<file path="config.mk">
export PLATFORM = sky130hd
export DESIGN_NAME = axis_interrupt_status_readback
export DESIGN_NICKNAME = d
export VERILOG_FILES = /design/src/design/axis_irq_pkg.sv /design/src/design/axis_interrupt_status_readback.sv
export SDC_FILE = /design/constraint.sdc
export NUM_CORES = 1
export LEC_CHECK = 0
export BUFFER_PORTS_ARGS = -buffer_cell sky130_fd_sc_hd__buf_2
export CORE_ASPECT_RATIO = 1.75
export CORE_MARGIN = 1
export CORE_UTILIZATION = 56
export CTS_CLUSTER_SIZE = 24
export DETAILED_ROUTE_END_ITERATION = 16
export PLACE_DENSITY = 0.78
export REMOVE_ABC_BUFFERS = 1
export SLEW_MARGIN = 20
export SYNTH_ARGS = -nofsm -noshare
export SYNTH_HDL_FRONTEND = slang
export SYNTH_SLANG_ARGS = --single-unit
</file>
<file path="constraint.sdc">
create_clock -name i_ref_clk -period 3.8 [get_ports i_ref_clk]
set_input_delay 0.76 -clock i_ref_clk [delete_from_list [all_inputs] [get_ports i_ref_clk]]
set_output_delay 0.76 -clock i_ref_clk [all_outputs]
set_load 0.01 [all_outputs]
</file>
<file path="src/design/axis_irq_pkg.sv">
// Constants shared by the per-axis interrupt status and readback block.
package axis_irq_pkg;

	// ------------------------------------------------------------------
	// Register indices on the parallel host bus
	// ------------------------------------------------------------------
	localparam logic [2:0] REG_FACTOR   = 3'h3;
	localparam logic [2:0] REG_INPUT_A  = 3'h4;
	localparam logic [2:0] REG_INPUT_B  = 3'h5;
	localparam logic [2:0] REG_DREAD_LO = 3'h6;
	localparam logic [2:0] REG_DREAD_HI = 3'h7;

	// ------------------------------------------------------------------
	// Field layout
	// ------------------------------------------------------------------
	localparam int unsigned FACTOR_W  = 10;
	localparam int unsigned WORD_W    = 16;
	localparam int unsigned BYTE_W    = 8;
	localparam int unsigned DREAD_W   = 32;
	localparam int unsigned BIT_PULSE = 0;
	localparam int unsigned BIT_GE_LO = 1;
	localparam int unsigned BIT_LT_LO = 2;
	localparam int unsigned BIT_LT_HI = 3;
	localparam int unsigned BIT_GE_HI = 4;
	localparam int unsigned BIT_C_END = 5;
	localparam int unsigned BIT_CONST_SPEED_BEGIN_FLAG = 6;
	localparam int unsigned BIT_D_END = 7;
	localparam int unsigned BIT_HOME_SEARCH_DONE_FLAG = 8;
	localparam int unsigned BIT_SYNC  = 9;

	// ------------------------------------------------------------------
	// Reset values
	// ------------------------------------------------------------------
	localparam logic [FACTOR_W-1:0] FACTOR_RST = 10'h000;
	localparam logic [FACTOR_W-1:0] ENABLE_RST = 10'h000;
	localparam logic [DREAD_W-1:0]  DREAD_RST  = 32'h0000_0000;
	localparam logic [BYTE_W-1:0]   PINS_RST   = 8'h00;
	localparam logic [WORD_W-1:0]   WORD_RST   = 16'h0000;

endpackage : axis_irq_pkg

</file>
<file path="src/design/axis_interrupt_status_readback.sv">
// Per-axis interrupt factor status, input levels and data readback.
//
// Operation
// - One factor status per axis; reads return the currently selected axis.
// - A factor latches and interrupts only when its enable bit is set.
// - Bit 0 latches on the rising edge of the drive pulse.
// - Bits 1 and 2 latch when counter rises above or falls below lower.
// - Bits 3 and 4 latch when counter falls below or rises above upper.
// - Bits 5 and 6 latch at constant-speed end and start in ramps.
// - Bit 7 latches when the axis finishes driving.
// - Bit 8 latches when automatic home search terminates.
// - Bit 9 latches on synchronous action; bits 15 to 10 read zero.
// - An enabled factor sets its bit and pulls the interrupt low.
// - Reading the factor status clears it and releases the interrupt once no axis has a factor pending.
// - On an 8-bit bus the low byte read performs the clear.
// - Input level registers show raw pin levels, 1 high, 0 low.
// - Upper byte: stops 8-11, external 12-13, in-position 14, alarm 15.
// - A data-read command copies the internal value for host reading.
// - Low data word holds bits 15-0, high word bits 31-16.
// - Read data is plain binary, negatives in two's complement.
`timescale 1ns/100ps
`default_nettype none

module axis_interrupt_status_readback #(
	parameter int unsigned AXES  = 4,
	parameter int unsigned SEL_W = 2
) (
	input  wire logic                                 i_ref_clk,
	input  wire logic                                 i_rst,
	input  wire logic                                 i_axis_sel_wr,
	input  wire logic [SEL_W-1:0]                     i_axis_sel,
	input  wire logic                                 i_enable_wr,
	input  wire logic [axis_irq_pkg::FACTOR_W-1:0]    i_enable_data,
	input  wire logic                                 i_rd_stb,
	input  wire logic [2:0]                           i_rd_addr,
	input  wire logic                                 i_bus8,
	input  wire logic                                 i_rd_high_byte,
	input  wire logic [AXES-1:0]                      i_drive_pulse,
	input  wire logic [AXES-1:0]                      i_above_lower,
	input  wire logic [AXES-1:0]                      i_below_lower,
	input  wire logic [AXES-1:0]                      i_below_upper,
	input  wire logic [AXES-1:0]                      i_above_upper,
	input  wire logic [AXES-1:0]                      i_const_speed,
	input  wire logic [AXES-1:0]                      i_driving,
	input  wire logic [AXES-1:0]                      i_home_busy,
	input  wire logic [AXES-1:0]                      i_sync_act,
	input  wire logic [axis_irq_pkg::BYTE_W-1:0]      i_pins_a,
	input  wire logic [axis_irq_pkg::BYTE_W-1:0]      i_pins_b,
	input  wire logic                                 i_dread_cmd,
	input  wire logic [axis_irq_pkg::DREAD_W-1:0]     i_dread_value,
	output logic      [axis_irq_pkg::WORD_W-1:0]      o_rd_data,
	output logic                                      o_rd_valid,
	output logic                                      o_irq_n
);

	// ------------------------------------------------------------------
	// Storage
	// ------------------------------------------------------------------
	logic [axis_irq_pkg::FACTOR_W-1:0] status_q [AXES];
	logic [axis_irq_pkg::FACTOR_W-1:0] enable_q [AXES];
	logic [axis_irq_pkg::FACTOR_W-1:0] event_d  [AXES];
	logic [AXES-1:0]                   pending_d;
	logic [SEL_W-1:0]                  sel_q;
	logic [AXES-1:0]                   pulse_q;
	logic [AXES-1:0]                   ab_lo_q;
	logic [AXES-1:0]                   be_lo_q;
	logic [AXES-1:0]                   be_hi_q;
	logic [AXES-1:0]                   ab_hi_q;
	logic [AXES-1:0]                   cspd_q;
	logic [AXES-1:0]                   drv_q;
	logic [AXES-1:0]                   home_q;
	logic [axis_irq_pkg::BYTE_W-1:0]   pin_a_m_q;
	logic [axis_irq_pkg::BYTE_W-1:0]   pin_a_q;
	logic [axis_irq_pkg::BYTE_W-1:0]   pin_b_m_q;
	logic [axis_irq_pkg::BYTE_W-1:0]   pin_b_q;
	logic [axis_irq_pkg::DREAD_W-1:0]  dread_q;
	logic [axis_irq_pkg::FACTOR_W-1:0] cur_status;
	logic [axis_irq_pkg::WORD_W-1:0]   rd_word;
	logic                              clear_hit;

	// ------------------------------------------------------------------
	// Axis selection, edge history and read clear
	// ------------------------------------------------------------------
	always_ff @(posedge i_ref_clk) begin
		if (i_rst) begin
			sel_q <= '0;
		end else if (i_axis_sel_wr) begin
			sel_q <= i_axis_sel;
		end
	end

	// Previous levels for edge detection of every axis condition signal except i_sync_act.
	always_ff @(posedge i_ref_clk) begin
		if (i_rst) begin
			pulse_q <= '0;
			ab_lo_q <= '0;
			be_lo_q <= '0;
			be_hi_q <= '0;
			ab_hi_q <= '0;
			cspd_q  <= '0;
			drv_q   <= '0;
			home_q  <= '0;
		end else begin
			pulse_q <= i_drive_pulse;
			ab_lo_q <= i_above_lower;
			be_lo_q <= i_below_lower;
			be_hi_q <= i_below_upper;
			ab_hi_q <= i_above_upper;
			cspd_q  <= i_const_speed;
			drv_q   <= i_driving;
			home_q  <= i_home_busy;
		end
	end

	// The clear is decided by the read strobe, but a new event in the same
	// cycle is ORed in afterwards so it survives the clear.
	assign clear_hit = i_rd_stb && (i_rd_addr == axis_irq_pkg::REG_FACTOR)
		&& (!i_bus8 || !i_rd_high_byte);

	// ------------------------------------------------------------------
	// Per-axis factor latches
	// ------------------------------------------------------------------
	for (genvar a = 0; a < AXES; a++) begin : g_axis
		always_comb begin
			event_d[a] = '0;
			event_d[a][axis_irq_pkg::BIT_PULSE] =
				i_drive_pulse[a] && !pulse_q[a];
			event_d[a][axis_irq_pkg::BIT_GE_LO] =
				i_above_lower[a] && !ab_lo_q[a];
			event_d[a][axis_irq_pkg::BIT_LT_LO] =
				i_below_lower[a] && !be_lo_q[a];
			event_d[a][axis_irq_pkg::BIT_LT_HI] =
				i_below_upper[a] && !be_hi_q[a];
			event_d[a][axis_irq_pkg::BIT_GE_HI] =
				i_above_upper[a] && !ab_hi_q[a];
			event_d[a][axis_irq_pkg::BIT_C_END] =
				!i_const_speed[a] && cspd_q[a];
			event_d[a][axis_irq_pkg::BIT_CONST_SPEED_BEGIN_FLAG] =
				i_const_speed[a] && !cspd_q[a];
			event_d[a][axis_irq_pkg::BIT_D_END] =
				!i_driving[a] && drv_q[a];
			event_d[a][axis_irq_pkg::BIT_HOME_SEARCH_DONE_FLAG] =
				!i_home_busy[a] && home_q[a];
			event_d[a][axis_irq_pkg::BIT_SYNC] = i_sync_act[a];
		end

		always_ff @(posedge i_ref_clk) begin
			if (i_rst) begin
				enable_q[a] <= axis_irq_pkg::ENABLE_RST;
			end else if (i_enable_wr && (sel_q == SEL_W'(a))) begin
				enable_q[a] <= i_enable_data;
			end
		end

		always_ff @(posedge i_ref_clk) begin
			if (i_rst) begin
				status_q[a] <= axis_irq_pkg::FACTOR_RST;
			end else begin
				status_q[a] <= ((clear_hit && (sel_q == SEL_W'(a)))
					? axis_irq_pkg::FACTOR_RST : status_q[a])
					| (event_d[a] & enable_q[a]);
			end
		end

		assign pending_d[a] = |(status_q[a] & enable_q[a]);

		AST_NO_LATCH_DISABLED: assert property (@(posedge i_ref_clk)
			disable iff (i_rst)
			((status_q[a] & ~$past(status_q[a]) & ~$past(enable_q[a])) == '0))
			else $error("Factor latched while disabled.");
		AST_PULSE_RISE: assert property (@(posedge i_ref_clk)
			disable iff (i_rst)
			(i_drive_pulse[a] && !pulse_q[a] && enable_q[a][0])
			|=> status_q[a][axis_irq_pkg::BIT_PULSE])
			else $error("Drive pulse rise not latched.");
		AST_LOWER_CMP: assert property (@(posedge i_ref_clk)
			disable iff (i_rst)
			$rose(i_below_lower[a]) && enable_q[a][axis_irq_pkg::BIT_LT_LO]
			|-> ##1 status_q[a][axis_irq_pkg::BIT_LT_LO])
			else $error("Below lower compare not latched.");
		AST_UPPER_CMP: assert property (@(posedge i_ref_clk)
			disable iff (i_rst)
			$rose(i_above_upper[a]) && enable_q[a][axis_irq_pkg::BIT_GE_HI]
			|-> ##1 status_q[a][axis_irq_pkg::BIT_GE_HI])
			else $error("Above upper compare not latched.");
		AST_CONST_END: assert property (@(posedge i_ref_clk)
			disable iff (i_rst)
			$fell(i_const_speed[a]) && enable_q[a][axis_irq_pkg::BIT_C_END]
			|-> ##1 status_q[a][axis_irq_pkg::BIT_C_END])
			else $error("Constant-speed end not latched.");
		AST_DRIVE_END: assert property (@(posedge i_ref_clk)
			disable iff (i_rst)
			$fell(i_driving[a]) && enable_q[a][axis_irq_pkg::BIT_D_END]
			|-> ##1 status_q[a][axis_irq_pkg::BIT_D_END])
			else $error("Drive end not latched.");
		AST_HOME_END: assert property (@(posedge i_ref_clk)
			disable iff (i_rst)
			$fell(i_home_busy[a]) && enable_q[a][axis_irq_pkg::BIT_HOME_SEARCH_DONE_FLAG]
			|-> ##1 status_q[a][axis_irq_pkg::BIT_HOME_SEARCH_DONE_FLAG])
			else $error("Home search end not latched.");
		AST_SYNC_ACT: assert property (@(posedge i_ref_clk)
			disable iff (i_rst)
			i_sync_act[a] && enable_q[a][axis_irq_pkg::BIT_SYNC]
			|=> status_q[a][axis_irq_pkg::BIT_SYNC])
			else $error("Synchronous action not latched.");
		AST_IRQ_LOW: assert property (@(posedge i_ref_clk)
			disable iff (i_rst)
			(|(event_d[a] & enable_q[a])) |-> ##2 !o_irq_n)
			else $error("Enabled factor did not assert interrupt.");
		AST_CLEAR: assert property (@(posedge i_ref_clk)
			disable iff (i_rst)
			clear_hit && (sel_q == SEL_W'(a))
			&& ((event_d[a] & enable_q[a]) == '0)
			|=> (status_q[a] == axis_irq_pkg::FACTOR_RST))
			else $error("Status read did not clear.");
		AST_HIGH_BYTE_KEEP: assert property (@(posedge i_ref_clk)
			disable iff (i_rst)
			i_rd_stb && i_bus8 && i_rd_high_byte
			|=> ((status_q[a] | ~$past(status_q[a])) == '1))
			else $error("High byte read disturbed status.");
	end

	// ------------------------------------------------------------------
	// Interrupt output
	// ------------------------------------------------------------------
	// Registered from status so the pin never glitches on a read.
	always_ff @(posedge i_ref_clk) begin
		if (i_rst) begin
			o_irq_n <= 1'b1;
		end else begin
			o_irq_n <= ~(|pending_d);
		end
	end

	AST_IRQ_HIGH: assert property (@(posedge i_ref_clk)
		disable iff (i_rst)
		(pending_d == '0) |=> o_irq_n)
		else $error("Interrupt low with nothing pending.");
	AST_IRQ_HOLD: assert property (@(posedge i_ref_clk)
		disable iff (i_rst)
		(pending_d != '0) |=> !o_irq_n)
		else $error("Interrupt released while factor pending.");

	// ------------------------------------------------------------------
	// Input levels and data readback
	// ------------------------------------------------------------------
	// Pins are asynchronous; two stages, no latching of the level.
	always_ff @(posedge i_ref_clk) begin
		if (i_rst) begin
			pin_a_m_q <= axis_irq_pkg::PINS_RST;
			pin_a_q   <= axis_irq_pkg::PINS_RST;
			pin_b_m_q <= axis_irq_pkg::PINS_RST;
			pin_b_q   <= axis_irq_pkg::PINS_RST;
		end else begin
			pin_a_m_q <= i_pins_a;
			pin_a_q   <= pin_a_m_q;
			pin_b_m_q <= i_pins_b;
			pin_b_q   <= pin_b_m_q;
		end
	end

	always_ff @(posedge i_ref_clk) begin
		if (i_rst) begin
			dread_q <= axis_irq_pkg::DREAD_RST;
		end else if (i_dread_cmd) begin
			dread_q <= i_dread_value;
		end
	end

	assign cur_status = status_q[sel_q];

	always_comb begin
		rd_word = axis_irq_pkg::WORD_RST;
		unique case (i_rd_addr)
			axis_irq_pkg::REG_FACTOR:   rd_word = {6'h00, cur_status};
			axis_irq_pkg::REG_INPUT_A:  rd_word = {pin_a_q, 8'h00};
			axis_irq_pkg::REG_INPUT_B:  rd_word = {pin_b_q, 8'h00};
			axis_irq_pkg::REG_DREAD_LO: rd_word = dread_q[15:0];
			axis_irq_pkg::REG_DREAD_HI: rd_word = dread_q[31:16];
			default:                    rd_word = axis_irq_pkg::WORD_RST;
		endcase
	end

	// In 8-bit mode the chosen byte arrives on the low lane.
	always_ff @(posedge i_ref_clk) begin
		if (i_rst) begin
			o_rd_data  <= axis_irq_pkg::WORD_RST;
			o_rd_valid <= 1'b0;
		end else begin
			o_rd_valid <= i_rd_stb;
			if (i_rd_stb) begin
				o_rd_data <= !i_bus8 ? rd_word
					: {8'h00, i_rd_high_byte ? rd_word[15:8] : rd_word[7:0]};
			end
		end
	end

	AST_SEL_HOLD: assert property (@(posedge i_ref_clk)
		disable iff (i_rst)
		!i_axis_sel_wr |=> sel_q == $past(sel_q))
		else $error("Axis selection changed without command.");
	AST_READ_SEL: assert property (@(posedge i_ref_clk)
		disable iff (i_rst)
		i_rd_stb && !i_bus8 && (i_rd_addr == axis_irq_pkg::REG_FACTOR)
		|=> o_rd_valid && (o_rd_data == {6'h00, $past(cur_status)}))
		else $error("Status read returned wrong axis.");
	AST_PIN_LEVEL: assert property (@(posedge i_ref_clk)
		disable iff (i_rst)
		i_rd_stb && !i_bus8 && (i_rd_addr == axis_irq_pkg::REG_INPUT_B)
		|=> o_rd_data == {$past(pin_b_q), 8'h00})
		else $error("Input level readback mismatch.");
	AST_PIN_PATH: assert property (@(posedge i_ref_clk)
		disable iff (i_rst)
		##2 pin_a_q == $past(i_pins_a, 2))
		else $error("Pin level not passed through.");
	AST_DREAD_HI: assert property (@(posedge i_ref_clk)
		disable iff (i_rst)
		i_dread_cmd ##1 (i_rd_stb && !i_bus8 && !i_dread_cmd
		&& (i_rd_addr == axis_irq_pkg::REG_DREAD_HI))
		|=> o_rd_data == $past(i_dread_value, 2) >> 16)
		else $error("High data word mismatch.");
	AST_DREAD_COPY: assert property (@(posedge i_ref_clk)
		disable iff (i_rst)
		i_dread_cmd |=> dread_q == $past(i_dread_value))
		else $error("Data-read value not captured.");

	COV_IRQ_CLEAR: cover property (@(posedge i_ref_clk)
		disable iff (i_rst) !o_irq_n ##1 clear_hit ##2 o_irq_n);
	COV_BYTE_READ: cover property (@(posedge i_ref_clk)
		disable iff (i_rst) i_rd_stb && i_bus8 && !i_rd_high_byte
		&& (i_rd_addr == axis_irq_pkg::REG_FACTOR));
	COV_DREAD: cover property (@(posedge i_ref_clk)
		disable iff (i_rst) i_dread_cmd ##1 i_rd_stb);

endmodule : axis_interrupt_status_readback

`default_nettype wire

</file>
[After elaboration in Yosys (flattened, before gate mapping)]
Memory sizes are Yosys's and may differ from the RTL's. A register that Yosys moved wholly into a read port is not among the register bits.
Cells that the tools add are included.
Storage, ports and cells
  register bits: 116
  RAM bits: 80
  input bits: 107
  output and inout port bits: 18
  memories kept: 2
Cells by class
  equal/unequal tests: 8
  multiplexer cells: 32
  bitwise operators: 21
  reduce and logical (&&, ||, !) cells: 87
Memory list
  enable_q: depth 4, width 10, read ports 4, clocked after Yosys merged registers in 0, wr ports 4, line axis_interrupt_status_readback.sv:60  | logic [axis_irq_pkg::FACTOR_W-1:0] enable_q [AXES];
  status_q: depth 4, width 10, read ports 5, clocked after Yosys merged registers in 1, wr ports 4, line axis_interrupt_status_readback.sv:59  | logic [axis_irq_pkg::FACTOR_W-1:0] status_q [AXES];
Operators with widths (count)
  two-way mux 10 bit: 12
  AND 10 bit: 8
  one-hot mux 16 bit (5 select lines): 1
  logical AND 1 bit: 46
  bitwise OR 10 bit: 4
  OR reduction 40 bit: 1
  zero test 1 bit: 38
  two-way mux 16 bit: 1
  two-way mux 1 bit: 15
  equality test 3 bit (second input constant): 4
  two-way mux 8 bit: 1
  bitwise OR 1 bit: 8
  equality test 2 bit (second input constant): 2
  two-way mux 2 bit: 2
  equality test 3 x 2 -> 1 bit (second input constant): 1
  equality test 2 x 1 -> 1 bit (second input constant): 1
  zero test 2 bit: 1
  logical OR 1 bit: 1
  NOT 1 bit: 1

[Longest topological paths before layout]
  word-level depth: 7
  gate-level depth with buffers: 7

[Worst setup path before layout]
Ideal clock, no wire load.
  path type: input to register
  from: input i_rst
  to: memory enable_q[0][0] (netlist bit), enable pin
  library setup time: 336 ps
  arrival time: 1709 ps
  setup slack: 1755 ps
  cell stages on the path: 4
  cells stage by stage: buf_2 -> buf_2 -> buf_1 -> a21o_1
RTL lines
  from (decl): line axis_interrupt_status_readback.sv:29  | input wire logic i_rst,
  to (decl): line axis_interrupt_status_readback.sv:60

==> results.txt <==
In this run the tool buffered the top-level ports with 124 buffer cells. The x dimension of the die is 90.2 um. The first global-routing pass estimated 29000 um of wire. The arithmetic-cell share of the synthesized area counting full adders, half adders and majority gates came out at 0%. Before antenna repair, the detailed router went through 7 iterations. The net count of the finished layout is 904. The global route total overflow is 0. The post-cts hold buffer count is 0. The power density relative to cell area came out at 503 nW/um2. The worst-case clock buffer depth came out at 2. The category of the worst setup path capture point is a flop. The initial antenna violation count is 0. Setup repair after global routing left no endpoint under its margin. Synthesis handed over a netlist of 683 instances. The detailed router's first-iteration violation count is 365. The core area came out at 13300 um2. The peak supply drop came out at 0.299 mV.

The via count of the first global-routing pass is 5777. The share of async-settable or async-resettable flops after synthesis came out at 0%. The share of cells above drive strength 1 is 21.4%. Setup slack closes at 1430 ps.

The starting utilization of the core area came out at 57.2%. The average vias per placed instance is 5.69. The completed layout was analyzed and its total power is 4.47 mW. Summing the areas of all and, or, nand and nor instances in the mapped netlist gives 16.7% of the synthesized area. In the final routed layout, each cell accounts on average for 19.0 um. Clock-pin slew was measured on the worst setup and hold paths at 70 ps. Entering global routing, the biggest net connects 50 pins. The placer's final routability congestion estimate is 0.985. The xor and xnor area share after synthesis is 0%. After layout, the worst path uses 62.3% of the clock period.

The signal on the critical path passes through buf_2 > and3b_1 > and3_1 > nand3_1 > a22oi_1 > nor2_1. The full die area is 14100 um2. The multiplexer share of the synthesized area is 10.0%.

The number of buffers inserted to repair setup after CTS came out at 0. Leaving out fill and tap cells, the most frequent cell in the layout is sky130_fd_sc_hd__dfxtp_1. The netlist uses 44 different library cells. The later pin in the worst-skew pair is clocked with a latency of 430 ps. The run finished with clean final reports.

Among all stages on the critical path, the largest delay is contributed by sky130_fd_sc_hd__and3_1. The transition time at the pin with the least slew margin is 985 ps. The final antenna-violating net count came out at 0. The worst setup path is launched from an input port. The worst setup slack before clock tree synthesis came out at 1030 ps. Counting the buffers created by CTS gives 17. The post-cts repair resize count is 0.

The area used by multi-input combinational logic came out at 2950 um2. The dominant delay contributor by cell family on the critical path is simple AND/OR/NAND/NOR gates. Of the synthesized area, sequential elements account for 57.3%. The number of flip-flops and latches in the synthesized netlist is 198.

The critical path's largest stage delay came out at 580 ps. Counting the fill cells in the layout gives 1066. On the final layout, the worst clock skew is 7.50 ps.

The leakage power is 3.72 nW. The relative max-transition margin is 34.2%. The number of pins exceeding their max-slew limit in the final report is 0. The number of rows in the core area is 56. The total routing resource utilization after global routing came out at 27.3%. The H-tree generated during clock tree synthesis spans 4 levels. The detailed placer's ending HPWL came out at 14100 um. In the final timing run, aggregate negative setup slack is 0 ps.

The number of top-level design ports is 125. The number of sinks handled by clock tree synthesis came out at 198. The number of max-capacitance violations reported came out at 0. The area overhead of the layout relative to synthesis is 16.8%. Data on the critical path arrives at its endpoint at 2660 ps. The most frequently used flop master after synthesis is sky130_fd_sc_hd__dfxtp_1.

For this run, design rule violations remaining after detail routing come to 0. Summing over every cut layer, the via total after detailed routing is 5593. The final critical delay including setup and external delays came out at 2370 ps. The maximum fanout along the worst path came out at 22.

The complex-gate fraction of the synthesized area came out at 11.9%. Static timing analysis puts the maximum clock frequency at 0.422 GHz. The mean area per synthesized cell is 11.2 um2. The clock tree from TritonCTS is done.

The worst setup path is of the input port to flop kind. The data required time at the worst endpoint came out at 4100 ps. Measured along the y axis, the die boundary spans 156 um.

The count of final hold-check violations came to 0. The type of the most critical hold path is flop to flop. In the layout the commonest cells are 158 x sky130_fd_sc_hd__dfxtp_1, 123 x sky130_fd_sc_hd__buf_2, 73 x sky130_fd_sc_hd__nor2_1.

The largest family of logic cells by synthesized area is simple AND/OR/NAND/NOR gates. The critical path buffer and inverter count is 1. The repair_antennas step left the layout with diodes totalling 0.

The count of final setup violators is 0. The cell at the root of the clock tree is sky130_fd_sc_hd__clkbuf_16. Summing every instance area after synthesis gives 7620 um2. The final wirelength is 18600 um. The sequential cells in the finished layout cover a total of 4360 um2. The number of warnings printed during yosys synthesis came out at 0. The number of enable-type register cells in the synthesized netlist is 40.
[worst paths after layout]
path,startpoint,to,slack (ps),depth (start not counted)
min reg2reg,pin_a_m_q[1],pin_a_q[1],430,1
max,i_rd_addr[0],status_q[3][9],1430,6
max reg2reg,flop,o_rd_data[0],1610,5
min,pin_a_m_q[1],pin_a_q[1],430,1
[logic make-up (layout without fill, tap and decap cells)]
group	after synthesis	in the layout
AND/OR/NAND/NOR	238	238
flip-flops	198	198
multiplexers	67	67
buffers and inverters	63	189
AO/OA/AOI/OAI	117	117
[final cells by class]
cell class,count,share of cell area [%]
Tap cell,174,2.45
Clock inverter,11,1.17
Clock buffer,20,5.63
Sequential cell,198,49.1
Multi-Input combinational cell,422,33.1
Timing Repair Buffer,128,7.34
Inverter,30,1.27
[power breakdown]
group / switching (mW) / leakage (nW) / total [mW] / internal (mW)
combinational: 0.188 / 1.70 / 0.347 / 0.159
sequential: 0.0758 / 1.72 / 2.33 / 2.25
clock: 0.820 / 0.298 / 1.80 / 0.975
[flip-flops by register name, indices dropped and copies added, names as in the netlist, 8 cells and up, named ones only]
register	cells
pin_a_q	8
pin_b_m_q	8
status_q	40
pin_a_m_q	8
dread_q	32
enable_q	40
o_rd_data	16
pin_b_q	8
[per-stage QoR]
step	util [%]	instances	hold slack, ps	area, um2
detailed placement	62.3	952	424	8290
finish	66.8	983	433	8900
floorplan	-	650	414	7420
global placement	62.3	952	418	8290
global route	66.8	983	452	8900
CTS	66.8	983	435	8900
[cell usage after synthesis (2+ instances only)]
| cell type | n | area share (%) |
|---|---|---|
| sky130_fd_sc_hd__a21o_1 | 5 | 0.49 |
| sky130_fd_sc_hd__a21oi_1 | 22 | 1.4 |
| sky130_fd_sc_hd__a21oi_4 | 3 | 0.64 |
| sky130_fd_sc_hd__a22oi_1 | 25 | 2.5 |
| sky130_fd_sc_hd__a311oi_1 | 2 | 0.23 |
| sky130_fd_sc_hd__a31oi_1 | 3 | 0.25 |
| sky130_fd_sc_hd__a32o_1 | 24 | 3.2 |
| sky130_fd_sc_hd__a32oi_1 | 7 | 0.80 |
| sky130_fd_sc_hd__and2_1 | 45 | 3.7 |
| sky130_fd_sc_hd__buf_2 | 14 | 0.92 |
| sky130_fd_sc_hd__buf_4 | 4 | 0.39 |
| sky130_fd_sc_hd__buf_6 | 4 | 0.59 |
| sky130_fd_sc_hd__clkbuf_1 | 9 | 0.44 |
| sky130_fd_sc_hd__dfxtp_1 | 158 | 42 |
| sky130_fd_sc_hd__edfxtp_1 | 40 | 16 |
| sky130_fd_sc_hd__inv_1 | 30 | 1.5 |
| sky130_fd_sc_hd__mux2i_1 | 60 | 7.9 |
| sky130_fd_sc_hd__mux4_1 | 2 | 0.69 |
| sky130_fd_sc_hd__mux4_2 | 5 | 1.5 |
| sky130_fd_sc_hd__nand2_1 | 18 | 0.89 |
| sky130_fd_sc_hd__nand2b_1 | 7 | 0.57 |
| sky130_fd_sc_hd__nand4_1 | 4 | 0.33 |
| sky130_fd_sc_hd__nor2_1 | 73 | 3.6 |
| sky130_fd_sc_hd__nor2b_1 | 72 | 5.9 |
| sky130_fd_sc_hd__nor3_1 | 9 | 0.59 |
| sky130_fd_sc_hd__nor3b_2 | 3 | 0.49 |
| sky130_fd_sc_hd__o21ai_0 | 8 | 0.53 |
| sky130_fd_sc_hd__o22ai_1 | 11 | 0.90 |
[per-layer routing]
metal | global-route usage (%) | vias to the layer above | share of wire [%]
met2 | 52.2 | 234 | 55
met1 | 26.6 | 2654 | 35
met5 | 0 | - | 0
met4 | 16.4 | 0 | 5.1
met3 | 5.54 | 69 | 4.9
li1 | - | 2636 | -
Note: power is estimated with default switching activity, not from simulation.
